$ cat src/include/rmo_pkg.sv
package rmo_pkg;

  // Register byte offsets on the APB window.
  localparam logic [7:0] OFF_SEL_16_17 = 8'h00;
  localparam logic [7:0] OFF_SEL_18_19 = 8'h04;
  localparam logic [7:0] OFF_SEL_20_21 = 8'h08;
  localparam logic [7:0] OFF_SEL_22_23 = 8'h0C;
  localparam logic [7:0] OFF_SEL_24_25 = 8'h10;
  localparam int         NUM_REGS      = 5;
  localparam int         NUM_PINS      = 10;
  localparam int         FIRST_PIN     = 16;

  // Field layout inside each 16-bit register.
  localparam int         EVEN_LSB      = 0;
  localparam int         ODD_LSB       = 8;
  localparam int         CODE_W        = 5;
  localparam logic [15:0] IMPL_MASK    = 16'h1F1F;
  localparam logic [4:0]  CODE_RESET   = 5'h00;
  localparam logic [4:0]  CODE_NONE    = 5'h00;

  // Package variant selected at integration time.
  typedef enum {RMO_PKG_SMALL, RMO_PKG_LARGE} rmo_variant_t;

  // Returns the register index for an aligned offset, or NUM_REGS when unmapped.
  function automatic logic [2:0] rmo_decode(input logic [7:0] addr);
    case (addr)
      OFF_SEL_16_17: rmo_decode = 3'h0;
      OFF_SEL_18_19: rmo_decode = 3'h1;
      OFF_SEL_20_21: rmo_decode = 3'h2;
      OFF_SEL_22_23: rmo_decode = 3'h3;
      OFF_SEL_24_25: rmo_decode = 3'h4;
      default:       rmo_decode = 3'h5;
    endcase
  endfunction

endpackage

$ cat src/hw/rmo_pin_route.sv
`timescale 1ns/1ps
module rmo_pin_route
  import rmo_pkg::*;
(
  input  wire logic              clk_sys,
  input  wire logic              rst_n,
  input  wire logic              clk_en,
  input  wire logic [4:0]        func_code,
  input  wire logic [31:0]       periph_out,
  input  wire logic [31:0]       periph_oe,
  output logic                   pin_out,
  output logic                   pin_oe,
  output logic                   pin_remapped
);

  // Code zero leaves the pin unclaimed; any other code picks that peripheral.
  always_ff @(posedge clk_sys) begin
    if (!rst_n) begin
      pin_out      <= 1'b0;
      pin_oe       <= 1'b0;
      pin_remapped <= 1'b0;
    end else if (clk_en) begin
      if (func_code == CODE_NONE) begin
        pin_out      <= 1'b0;
        pin_oe       <= 1'b0;
        pin_remapped <= 1'b0;
      end else begin
        pin_out      <= periph_out[func_code];
        pin_oe       <= periph_oe[func_code];
        pin_remapped <= 1'b1;
      end
    end
  end

endmodule

$ cat src/hw/rmo_out_select.sv
`timescale 1ns/1ps
// Functional notes
// - Bits 15..13 of each selection register read zero and ignore writes.
// - Bits 7..5 of each selection register always read zero.
// - Bits 12..8 hold the writable code for the odd pin of the register's pair.
// - Bits 4..0 hold the writable code for the even pin of the register's pair.
// - Every selection field is zero after reset.
// - The fields exist only on the large package; otherwise they read zero and hold nothing.
// - The five registers serve pin pairs 16/17 through 24/25 in order.
module rmo_out_select
  import rmo_pkg::*;
#(
  parameter rmo_variant_t VARIANT = RMO_PKG_LARGE
)
(
  input  wire logic              clk_sys,
  input  wire logic              rst_n,
  input  wire logic              clk_en,
  input  wire logic              psel,
  input  wire logic              penable,
  input  wire logic              pwrite,
  input  wire logic [7:0]        paddr,
  input  wire logic [31:0]       pwdata,
  input  wire logic [3:0]        pstrb,
  output logic [31:0]            prdata,
  output logic                   pready,
  output logic                   pslverr,
  input  wire logic [31:0]       periph_out,
  input  wire logic [31:0]       periph_oe,
  output logic [9:0]             remap_pin_out,
  output logic [9:0]             remap_pin_oe,
  output logic [9:0]             remap_active
);

  ////////////////////////////////////////////////////////////////////////////
  // Selection storage: one code per pin, index 0 is pin 16.
  logic [4:0]  func_code [NUM_PINS];
  logic [2:0]  sel_idx;
  logic        setup;
  logic        present;
  logic [15:0] next_read;

  assign present = (VARIANT == RMO_PKG_LARGE);
  assign sel_idx = rmo_decode(paddr);
  // Answer is given one cycle after setup, so pready rises in the access phase.
  assign setup   = psel && !penable;

  // Read view of the addressed register; only implemented bits come through.
  always_comb begin
    next_read = 16'h0000;
    if (present && sel_idx < 3'(NUM_REGS)) begin
      next_read[ODD_LSB +: CODE_W]  = func_code[{sel_idx, 1'b1}];
      next_read[EVEN_LSB +: CODE_W] = func_code[{sel_idx, 1'b0}];
    end
    next_read = next_read & IMPL_MASK;
  end

  ////////////////////////////////////////////////////////////////////////////
  // Register writes take effect at the access edge that sees pready high.
  always_ff @(posedge clk_sys) begin
    if (!rst_n) begin
      for (int i = 0; i < NUM_PINS; i++) begin
        func_code[i] <= CODE_RESET;
      end
    end else if (clk_en && present && psel && penable && pready && pwrite && sel_idx < 3'(NUM_REGS)) begin
      // Upper bits of each byte lane are dropped, since they hold no storage.
      if (pstrb[1]) begin
        func_code[{sel_idx, 1'b1}] <= pwdata[ODD_LSB +: CODE_W];
      end
      if (pstrb[0]) begin
        func_code[{sel_idx, 1'b0}] <= pwdata[EVEN_LSB +: CODE_W];
      end
    end
  end

  ////////////////////////////////////////////////////////////////////////////
  // APB answer: fixed one wait-free access phase, error on unmapped offsets.
  always_ff @(posedge clk_sys) begin
    if (!rst_n) begin
      pready  <= 1'b0;
      pslverr <= 1'b0;
      prdata  <= 32'h0000_0000;
    end else if (clk_en) begin
      pready  <= setup;
      pslverr <= setup && (sel_idx >= 3'(NUM_REGS));
      if (setup && !pwrite) begin
        prdata <= {16'h0000, next_read};
      end
    end
  end

  ////////////////////////////////////////////////////////////////////////////
  // One router per remappable pin; pin index k is physical pin 16+k.
  for (genvar k = 0; k < NUM_PINS; k++) begin : g_pin
    rmo_pin_route u_route (
      .clk_sys      (clk_sys),
      .rst_n        (rst_n),
      .clk_en       (clk_en),
      .func_code    (present ? func_code[k] : CODE_NONE),
      .periph_out   (periph_out),
      .periph_oe    (periph_oe),
      .pin_out      (remap_pin_out[k]),
      .pin_oe       (remap_pin_oe[k]),
      .pin_remapped (remap_active[k])
    );
  end

  ////////////////////////////////////////////////////////////////////////////
  // Checks.
  reserved_read_zero_a: assert property (@(posedge clk_sys) disable iff (!rst_n)
    pready |-> (prdata[15:13] == 3'h0 && prdata[31:16] == 16'h0000))
    else $error("reserved upper bits read nonzero");

  gap_bits_zero_a: assert property (@(posedge clk_sys) disable iff (!rst_n)
    pready |-> prdata[7:5] == 3'h0)
    else $error("bits 7..5 read nonzero");

  odd_write_read_a: assert property (@(posedge clk_sys) disable iff (!rst_n)
    (clk_en && present && setup && pwrite && pstrb[1] && sel_idx < 3'(NUM_REGS))
    ##1 (clk_en && pready) |=> func_code[{$past(sel_idx, 2), 1'b1}] == $past(pwdata[12:8], 2))
    else $error("odd pin code not stored");

  even_write_read_a: assert property (@(posedge clk_sys) disable iff (!rst_n)
    (clk_en && present && setup && pwrite && pstrb[0] && sel_idx < 3'(NUM_REGS))
    ##1 (clk_en && pready) |=> func_code[{$past(sel_idx, 2), 1'b0}] == $past(pwdata[4:0], 2))
    else $error("even pin code not stored");

  reset_zero_a: assert property (@(posedge clk_sys)
    !rst_n |=> (func_code[0] == CODE_RESET && func_code[9] == CODE_RESET && remap_active == 10'h000))
    else $error("selection not zero after reset");

  small_pkg_zero_a: assert property (@(posedge clk_sys) disable iff (!rst_n)
    (!present && pready) |-> prdata == 32'h0000_0000)
    else $error("small package read nonzero");

  pair_order_a: assert property (@(posedge clk_sys) disable iff (!rst_n)
    (clk_en && setup && !pwrite && present && paddr == OFF_SEL_24_25) |=>
    (prdata[12:8] == func_code[9] && prdata[4:0] == func_code[8]))
    else $error("last register not pins 24 and 25");

  code_zero_idle_a: assert property (@(posedge clk_sys) disable iff (!rst_n)
    (clk_en && present && func_code[0] == CODE_NONE) |=> (!remap_active[0] && !remap_pin_oe[0]))
    else $error("pin 16 driven with code zero");

endmodule

$ cat config.mk
export PLATFORM = sky130hd
export DESIGN_NAME = rmo_out_select
export DESIGN_NICKNAME = d
export VERILOG_FILES = /design/src/include/rmo_pkg.sv /design/src/hw/rmo_pin_route.sv /design/src/hw/rmo_out_select.sv
export SDC_FILE = /design/constraint.sdc
export NUM_CORES = 1
export LEC_CHECK = 0
export BUFFER_PORTS_ARGS = -buffer_cell sky130_fd_sc_hd__buf_4
export CAP_MARGIN = 20
export CORE_ASPECT_RATIO = 0.75
export CORE_UTILIZATION = 58
export CTS_CLUSTER_SIZE = 30
export DETAILED_ROUTE_END_ITERATION = 10
export PLACE_DENSITY_LB_ADDON = 0.12
export RECOVER_POWER = 50
export SETUP_SLACK_MARGIN = 0.5
export SYNTH_ARGS = -nofsm -noshare
export SYNTH_HDL_FRONTEND = slang
export SYNTH_HIERARCHICAL = 1
export SYNTH_SLANG_ARGS = --single-unit
$ cat constraint.sdc
create_clock -name clk_sys -period 2.7 [get_ports clk_sys]
set_input_delay 0.135 -clock clk_sys [delete_from_list [all_inputs] [get_ports clk_sys]]
set_output_delay 0.135 -clock clk_sys [all_outputs]
set_load 0.05 [all_outputs]
==> results of run 1 <==
area by class of cell:
type | count | area [sq um]
sequential | 92 | 2342
timing repair buffer | 181 | 1224
fill | 1322 | 5399
tap | 236 | 295.3
antenna | 2 | 5.005
clock buffer | 10 | 229.0
clock inverter | 6 | 65.06
multi-input combinational | 708 | 7259
inverter | 43 | 161.4
metal layers:
layer,vias to the layer above,share of wire [%]
li1,3971,-
met1,4495,36
met2,820,43
met3,186,15
met4,6,5.6
met5,-,0.26
synthesized netlist by cell type, types with 2 or more instances:
library cell | n | share of area, %
nor2_1 | 18 | 0.66
nand3_1 | 12 | 0.59
or3b_2 | 10 | 0.86
a2bb2oi_1 | 20 | 1.7
and2_1 | 70 | 4.3
o221ai_1 | 10 | 0.86
a2111oi_2 | 10 | 1.5
nand3b_1 | 21 | 1.5
clkbuf_1 | 8 | 0.30
nor3_1 | 7 | 0.34
buf_2 | 33 | 1.6
nand2_1 | 57 | 2.1
buf_4 | 22 | 1.6
or4_4 | 2 | 0.22
nor2b_1 | 20 | 1.2
mux2_2 | 31 | 3.4
a221oi_1 | 38 | 3.3
edfxtp_1 | 50 | 15
mux2i_1 | 119 | 12
nand4_1 | 4 | 0.25
o31ai_1 | 10 | 0.74
or3_1 | 22 | 1.4
mux4_2 | 30 | 6.6
dfxtp_1 | 42 | 8.3
o21ai_0 | 5 | 0.25
a211oi_1 | 20 | 1.5
a31oi_1 | 20 | 1.2
a22oi_1 | 9 | 0.66
buf_6 | 10 | 1.1
o22ai_1 | 21 | 1.3
nand2b_1 | 8 | 0.49
mux4_1 | 80 | 21
inv_1 | 43 | 1.6
registers in the layout (all words and copies together) (netlist names):
signal                      count
g_pin.u_route/pin_remapped     10
g_pin.u_route/pin_oe           10
func_code                      50
pready                          1
pslverr                         1
prdata                         10
g_pin.u_route/pin_out          10
worst register-to-register path: stages (launching register included):
cell and delay (ns):
edfxtp_1 0.59, buf_4 0.34, mux4_1 0.59, a2bb2oi_1 0.15
a211oi_1 0.30, o31ai_1 0.09
through the flow:
stage          total power, mW  cell area, sq um  hold slack, ns  std cells  utilization (%)
4_1_cts                  4.300             11690         0.09102       1268            68.85
6_report                 4.325             11580         0.09397       1278            68.20
3_5_place_dp             2.972             11270          0.4637       1239            66.40
5_1_grt                  4.426             11580         0.09564       1277            68.19
3_3_place_gp             2.955             11270          0.4642       1239            66.40
2_1_floorplan            2.480             10250          0.2632        917                -
final timing paths:
check,to,slack (ns),cells past startpoint
max,func_code[8][4]$_SDFFCE_PN0P_,0.52,5
min,func_code[5][3]$_SDFFCE_PN0P_,0.09,2
max reg2reg,g_pin[7].u_route/pin_out$_SDFFE_PN0P_,0.53,5
min reg2reg,g_pin[9].u_route/pin_out$_SDFFE_PN0P_,0.49,2
cell families after synthesis:
family                 count (synthesis)
multiplexers                         260
AND/OR/NAND/NOR                      258
AO/OA/AOI/OAI                        168
buffers and inverters                117
flip-flops                            92
other                                  1
power breakdown:
part           leakage [nW]  switching [mW]  internal [mW]
registers             0.858          0.0926           1.53
clock network         0.144           0.617          0.722
logic                  3.45           0.801          0.559
what timing repair did:
item | in CTS | in global routing
resized for setup | 0 | 1
setup buffers | 13 | 8
setup endpoints to repair | 7 | 6
==> results_dict.tcl, run 1 <==
set metrics [dict create \
    critPathKind "input port to flop" \
    synth-edff-count 50 \
    endpoint_kind "flop" \
    ys_seq_elements 92 \
    synth_area_per_cell_sq_um 11.36 \
    crit_required_ns 2.74 \
    drv_slew 0 \
    clk-insertion-delay-late_ns 0.36 \
    drtAntennaViolNets 0 \
    ys.flop_type "edfxtp_1" \
    grt_antenna_before_repair 2 \
    fin_crit_sh_pct 80.80 \
    ys_seq_area_share_pct 23.02 \
    rr_startpoint "func_code[7][0]$_SDFFCE_PN0P_" \
    drt-total-wl_um 36790 \
    initial_utilization_pct 59.93 \
    syn_to_final_growth_pct 13.81 \
    globalRouteMet3Util_pct 15.18 \
    final_common_cell "buf_4" \
    die_y_um 116.7 \
    yosys.area_share.simple_pct 14.74 \
    drt-wirelength-per-cell_um 28.79 \
    critPathTopFamily "simple AND/OR/NAND/NOR gates" \
    cts_sinks 92 \
    status "completed" \
    finalClockSkew_ns 0.01242 \
    die_x_um 155.0 \
    core_area_sq_um 16980 \
    p_per_area_nw_per_um2 373.4 \
    critPathBufInv 2 \
    groute.usage.overall_pct 40.79 \
    grt_overflow 0 \
    ios 178 \
    h-tree-depth 3 \
    min_path_type "input port to flop" \
    setup_viol 0 \
    grt_use_met2_pct 60.84 \
    drc 0 \
    fin_crit_ns 2.182 \
    startpoint "paddr[2]" \
    muxShareOfSynthArea_pct 42.43 \
    cts_hold_buf 0 \
    rsz0062_at_grt "true" \
    hold_violations 0 \
    leakage_nw 4.449 \
    drv_cap 0 \
    row_count 41 \
    syn_area_sq_um 10180 \
    fmax_mhz 458.4 \
    gp_congestion 0.9975 \
    vias_per_cell 7.416 \
    hpwl_um 25110 \
    cts_buffers 9 \
    relSlewSlack_pct 17.26 \
    path_cells "clkbuf_2, or4_1, or3_1, o21ai_0, clkbuf_1" \
    mostFrequentLayoutCells "125 x buf_4, 119 x mux2i_1, 80 x mux4_1" \
    synth-compound-area-share_pct 13.50 \
    synthAdderAreaFrac_pct 0 \
    cts_tree "built" \
    synth_top_family_by_area "multiplexers" \
    synth_cells 896 \
    critPathSlowestCell "or4_1" \
    worst_slew_pin_slew_ns 1.241 \
    yosysWarnings 6 \
    first_pass_iters 7 \
    hp-start "pwdata[11]" \
    cts_max_path_buffers 2 \
    fin_setup_tns_ns 0 \
    max_stage_delay_ns 0.67 \
    synth_cell_types 47 \
    vdd_drop_max_mv 0.3006 \
    startpoint_type "input port" \
    drive_gt1_share_pct 22.40 \
    grt_pass1_vias 8678 \
    cts-root-buf "clkbuf_16" \
    port-buffer-count 131 \
    path_clk_slew_ns 0.08 \
    fin_ws_ns 0.5184 \
    nNetsFinal 1149 \
    worst-path-max-fanout 28 \
    place_ws_ns 0.3742 \
    grtUsageMet1_pct 51.40 \
    busiest_layer "met2" \
    synthArstFlopShare_pct 0 \
    drt_iter0_markers 1337 \
    crit_arrival_ns 2.22 \
    grt_max_degree 53 \
    synth_xor_area_share_pct 0 \
    grt_first_pass_wirelength_um 52890 \
    die-area_sq_um 18080 \
    num_vias 9478 \
]
No activity file was read; power rests on OpenSTA's default activity.
==> inputs of run 2 (changes only) <==
- clock period: 2.7 -> 2.1 ns (I/O delays scaled with it)
==> results_dict.tcl, run 2 (synthesized netlist as in run 1, its figures left out) <==
set metrics [dict create \
    die-area_sq_um 18080 \
    fmax_mhz 508.6 \
    drv_cap 0 \
    leakage_nw 5.274 \
    final_common_cell "buf_4" \
    rr_endpoint "g_pin[9].u_route/pin_oe$_SDFFE_PN0P_" \
    nNetsFinal 1267 \
    cts_tree "built" \
    grt_overflow 0 \
    rsz0062_at_grt "true" \
    crit_arrival_ns 1.99 \
    num_vias 10300 \
    port-buffer-count 131 \
    largest-register "func_code" \
    min_path_cells 2 \
    min_path_type "input port to flop" \
    path_clk_slew_ns 0.07 \
    initial_utilization_pct 59.93 \
    min_to "func_code[4][2]$_SDFFCE_PN0P_" \
    rr_startpoint "func_code[9][0]$_SDFFCE_PN0P_" \
    drtAntennaViolNets 0 \
    p_per_area_nw_per_um2 441.6 \
    vdd_drop_max_mv 0.3614 \
    grt_antenna_before_repair 3 \
    drc 0 \
    status "completed" \
    reg2reg_slack_ns 0.16 \
    drt-total-wl_um 41170 \
    cts_buffers 9 \
    clk-insertion-delay-late_ns 0.36 \
    cts_hold_buf 0 \
    grt_pass1_vias 9679 \
    endpoint_kind "flop" \
    row_count 41 \
    r2r_cells 5 \
    first_pass_iters 6 \
    antennaDiodeCount 0 \
    vias_per_cell 7.391 \
    cts_max_path_buffers 2 \
    fin_crit_ns 1.966 \
    cts_sinks 92 \
    ios 178 \
    groute.usage.overall_pct 45.10 \
    critPathKind "input port to flop" \
    largest_reg_flops 50 \
    core_area_sq_um 16980 \
    fin_setup_tns_ns 0 \
    syn_to_final_growth_pct 30.89 \
    hp-start "pwdata[2]" \
    worst_slew_pin_slew_ns 1.249 \
    cts-root-buf "clkbuf_16" \
    h-tree-depth 3 \
    hpwl_um 26330 \
    setup_viol 0 \
    die_y_um 116.7 \
    startpoint_type "input port" \
    finalPower_mw 5.882 \
    drv_slew 0 \
    grt_max_degree 28 \
    relSlewSlack_pct 16.74 \
    grt_first_pass_wirelength_um 58450 \
    fin_crit_sh_pct 93.62 \
    mostFrequentLayoutCells "208 x buf_4, 119 x mux2i_1, 56 x nand2_1, 56 x mux4_2, 55 x and2_1" \
    drt-wirelength-per-cell_um 29.53 \
    finalClockSkew_ns 0.01337 \
    die_x_um 155.0 \
    gp_congestion 1.001 \
    worst-path-max-fanout 16 \
    drive_gt1_share_pct 38.17 \
    hold_violations 0 \
    drt_iter0_markers 1525 \
    crit_required_ns 2.12 \
]
-- run 2: cell types whose count changed in the layout (fill, tap and decap cells not counted), sizes merged --
| cell | before | now |
|---|---|---|
| buf | 130 | 244 |
| clkinv | 4 | 1 |
| inv | 44 | 47 |
| bufbuf | 0 | 2 |
| clkbuf | 61 | 63 |
| diode | 2 | 0 |
| bufinv | 1 | 0 |
| clkinvlp | 0 | 1 |
-- run 2: how the worst max path moves through the flow --
stage / end / start / depth (start not counted) / slack [ns]
after CTS: g_pin[6].u_route/pin_oe$_SDFFE_PN0P_ / func_code[6][0]$_SDFFCE_PN0P_ / 5 / 0.20
after floorplan: func_code[0][0]$_SDFFCE_PN0P_ / paddr[4] / 6 / 0.24
after global routing: func_code[5][2]$_SDFFCE_PN0P_ / rst_n / 5 / 0.11
after detailed placement: func_code[2][3]$_SDFFCE_PN0P_ / paddr[4] / 6 / 0.08
final: func_code[5][2]$_SDFFCE_PN0P_ / rst_n / 5 / 0.13
after global placement: func_code[2][1]$_SDFFCE_PN0P_ / paddr[4] / 6 / 0.12
-- run 2: cell type report --
cell class | count | area [sq um]
multi-input cells | 708 | 7757
fillers | 1096 | 3661
repair buffers | 299 | 2474
flip-flops and latches | 92 | 2346
well taps | 236 | 295.3
clock buffers | 10 | 229.0
inverters | 43 | 161.4
clock inverters | 6 | 56.30
-- run 2: where the power goes --
group,internal [mW],switching (mW)
sequential,1.97,0.0815
combinational,0.939,1.23
clock,0.834,0.830
-- run 2: metrics by stage --
step,util (%),hold slack (ns),worst slack [ns],std cells,area [sq um]
6_report,78.44,0.06699,0.1340,1394,13320
5_1_grt,78.44,0.06816,0.1051,1394,13320
4_1_cts,77.23,0.06322,0.2038,1366,13110
3_5_place_dp,70.86,0.4308,0.08378,1282,12030
3_3_place_gp,70.86,0.4224,0.1151,1282,12030
2_1_floorplan,-,0.2332,0.2439,917,10550
-- run 2: timing repair --
action | 4_1_cts | 5_1_grt
setup endpoints to repair | 74 | 68
pin swaps | 8 | 10
setup buffers | 63 | 27
gates cloned | 5 | 1
gates resized for setup | 41 | 52
-- run 2: per-layer routing --
| metal | part of all wire, % | track usage [%] | wire length [um] |
|---|---|---|---|
| met5 | 0.12 | 3.175 | 49 |
| met4 | 7.0 | 23.50 | 2891 |
| met3 | 16 | 17.59 | 6728 |
| met2 | 42 | 69.34 | 17310 |
| met1 | 34 | 55.24 | 14190 |
-- run 2: critical path, stage by stage --
cell and delay (ns):
clkbuf_1 0.89, nand4_1 0.16, clkbuf_1 0.33, nor3_2 0.20, nand2b_1 0.29
==> inputs of run 3 (changes only) <==
- CORE_UTILIZATION: 58 -> 59
- CTS_BUF_LIST: default -> sky130_fd_sc_hd__clkbuf_4
==> results_dict.tcl, run 3 (synthesized netlist as in run 1, its figures left out) <==
set metrics [dict create \
    groute.usage.overall_pct 46.46 \
    internal-power_mw 3.212 \
    core_area_sq_um 16830 \
    vdd_drop_max_mv 0.3145 \
    r2r_cells 5 \
    ios 178 \
    p_per_area_nw_per_um2 400.9 \
    grt_overflow 0 \
    reg2reg_slack_ns 0.13 \
    cts-root-buf "clkbuf_4" \
    min_path_cells 4 \
    worst-path-max-fanout 3 \
    drc 0 \
    grt_first_pass_wirelength_um 59540 \
    rr_startpoint "func_code[1][0]$_SDFFCE_PN0P_" \
    first_pass_iters 6 \
    leakage_nw 5.220 \
    vias_per_cell 7.657 \
    pwr-share-clk_pct 19.7 \
    sw_frac_of_total_pct 39.51 \
    fmax_mhz 506.4 \
    hp-start "psel" \
    fin_crit_sh_pct 94.03 \
    cts_sinks 92 \
    worst_hold_slack_ns -0.01232 \
    grt_antenna_before_repair 1 \
    fin_crit_ns 1.975 \
    grt_max_degree 41 \
    hpwl_um 25710 \
    grt_pass1_vias 9725 \
    hold_violations 1 \
    drive_gt1_share_pct 37.02 \
    fin_setup_tns_ns 0 \
    mostFrequentLayoutCells "195 x buf_4, 118 x mux2i_1, 58 x mux4_2" \
    initial_utilization_pct 60.48 \
    drt-wirelength-per-cell_um 30.59 \
    largest-register "func_code" \
    cts_max_path_buffers 2 \
    drv_slew 0 \
    gp_congestion 1.014 \
    cts_tree "built" \
    drt-total-wl_um 42310 \
    comb_power_share_pct 41.7 \
    die_y_um 115.7 \
    port-buffer-count 131 \
    drv_cap 0 \
    startpoint "func_code[1][0]$_SDFFCE_PN0P_" \
    p_sw_mw 2.097 \
    path_clk_slew_ns 0.17 \
    finalClockSkew_ns 0.02142 \
    die-area_sq_um 17780 \
    nNetsFinal 1276 \
    status "finished with violations" \
    row_count 41 \
    num_vias 10590 \
    startpoint_type "flop" \
    h-tree-depth 3 \
    clk-insertion-delay-late_ns 0.55 \
    crit_required_ns 2.53 \
    crit_arrival_ns 2.40 \
    largest_reg_flops 50 \
    drtAntennaViolNets 0 \
    cts_buffers 9 \
    violations "negative hold slack" \
    rsz0062_at_grt "true" \
    relSlewSlack_pct 55.10 \
    finalPower_mw 5.309 \
    syn_to_final_growth_pct 30.15 \
    critPathKind "flop to flop" \
    endpoint_kind "flop" \
    die_x_um 153.6 \
    final_common_cell "buf_4" \
    drt_iter0_markers 1724 \
    min_path_type "input port to flop" \
    seq_power_share_pct 38.6 \
    worst_slew_pin_slew_ns 0.6735 \
    setup_viol 0 \
]
==> run 3: changes by cell type in the layout (fill, tap and decap cells not counted), moves of 4 or more <==
cell	delta
and2_1	-4
buf_4	-13
buf_6	+4
clkbuf_4	+11
nor3_4	-4
dlygate4sd3_1	+14
nor3_1	+5
clkbuf_16	-9
==> run 3: power groups by stage <==
stage | sequential, mW | combinational (mW) | clock, mW
2_1_floorplan | 2.22 | 1.06 | 0
3_3_place_gp | 2.10 | 1.84 | 0
3_5_place_dp | 2.11 | 1.87 | 0
4_1_cts | 2.05 | 2.05 | 1.03
5_1_grt | 2.06 | 2.26 | 1.11
6_report | 2.05 | 2.21 | 1.04
==> run 3: cell type report <==
cell class	instances	area, sq um
Antenna cell	1	2.502
Clock buffer	10	75.07
Clock inverter	6	53.80
Fill cell	1093	3582
Inverter	43	161.4
Multi-Input combinational cell	708	7721
Sequential cell	92	2342
Tap cell	215	269.0
Timing Repair Buffer	308	2619
==> run 3: path summary, 6_finish.rpt <==
path                                                 to
setup / recovery   g_pin[1].u_route/pin_oe$_SDFFE_PN0P_
hold / removal                     pslverr$_SDFFE_PN0P_
setup reg to reg   g_pin[1].u_route/pin_oe$_SDFFE_PN0P_
hold reg to reg   g_pin[9].u_route/pin_out$_SDFFE_PN0P_
==> run 3: per-layer routing <==
| metal | GRT usage, % | vias up | routed length [um] |
|---|---|---|---|
| met1 | 57.60 | 4938 | 14020 |
| met4 | 26.87 | 4 | 3273 |
| li1 | - | 4201 | - |
| met5 | 3.439 | - | 81 |
| met3 | 18.70 | 332 | 7363 |
| met2 | 69.03 | 1114 | 17570 |
==> run 3: metrics by stage <==
step | worst slack [ns] | cell area (sq um) | utilization [%] | std cells
floorplan | 0.2439 | 10550 | - | 917
global placement | 0.1166 | 11960 | 71.08 | 1255
detailed placement | 0.07111 | 11960 | 71.08 | 1255
CTS | 0.1856 | 13080 | 77.71 | 1352
global route | 0.06816 | 13240 | 78.71 | 1383
finish | 0.1255 | 13240 | 78.71 | 1383
==> run 3: what timing repair did <==
item                       4_1_cts  5_1_grt
pin swaps                        5       14
resized for setup               44       59
cloned                           5        3
setup buffers                   63       26
hold endpoints to repair        52        1
setup endpoints to repair       37       56
hold buffers                    13        1
==> run 3: critical path: stages (launching register included) <==
cell and delay, ns:
edfxtp_1 0.47, buf_6 0.15, mux4_2 0.49, mux2_4 0.32
a2111oi_4 0.38, a221oi_2 0.06
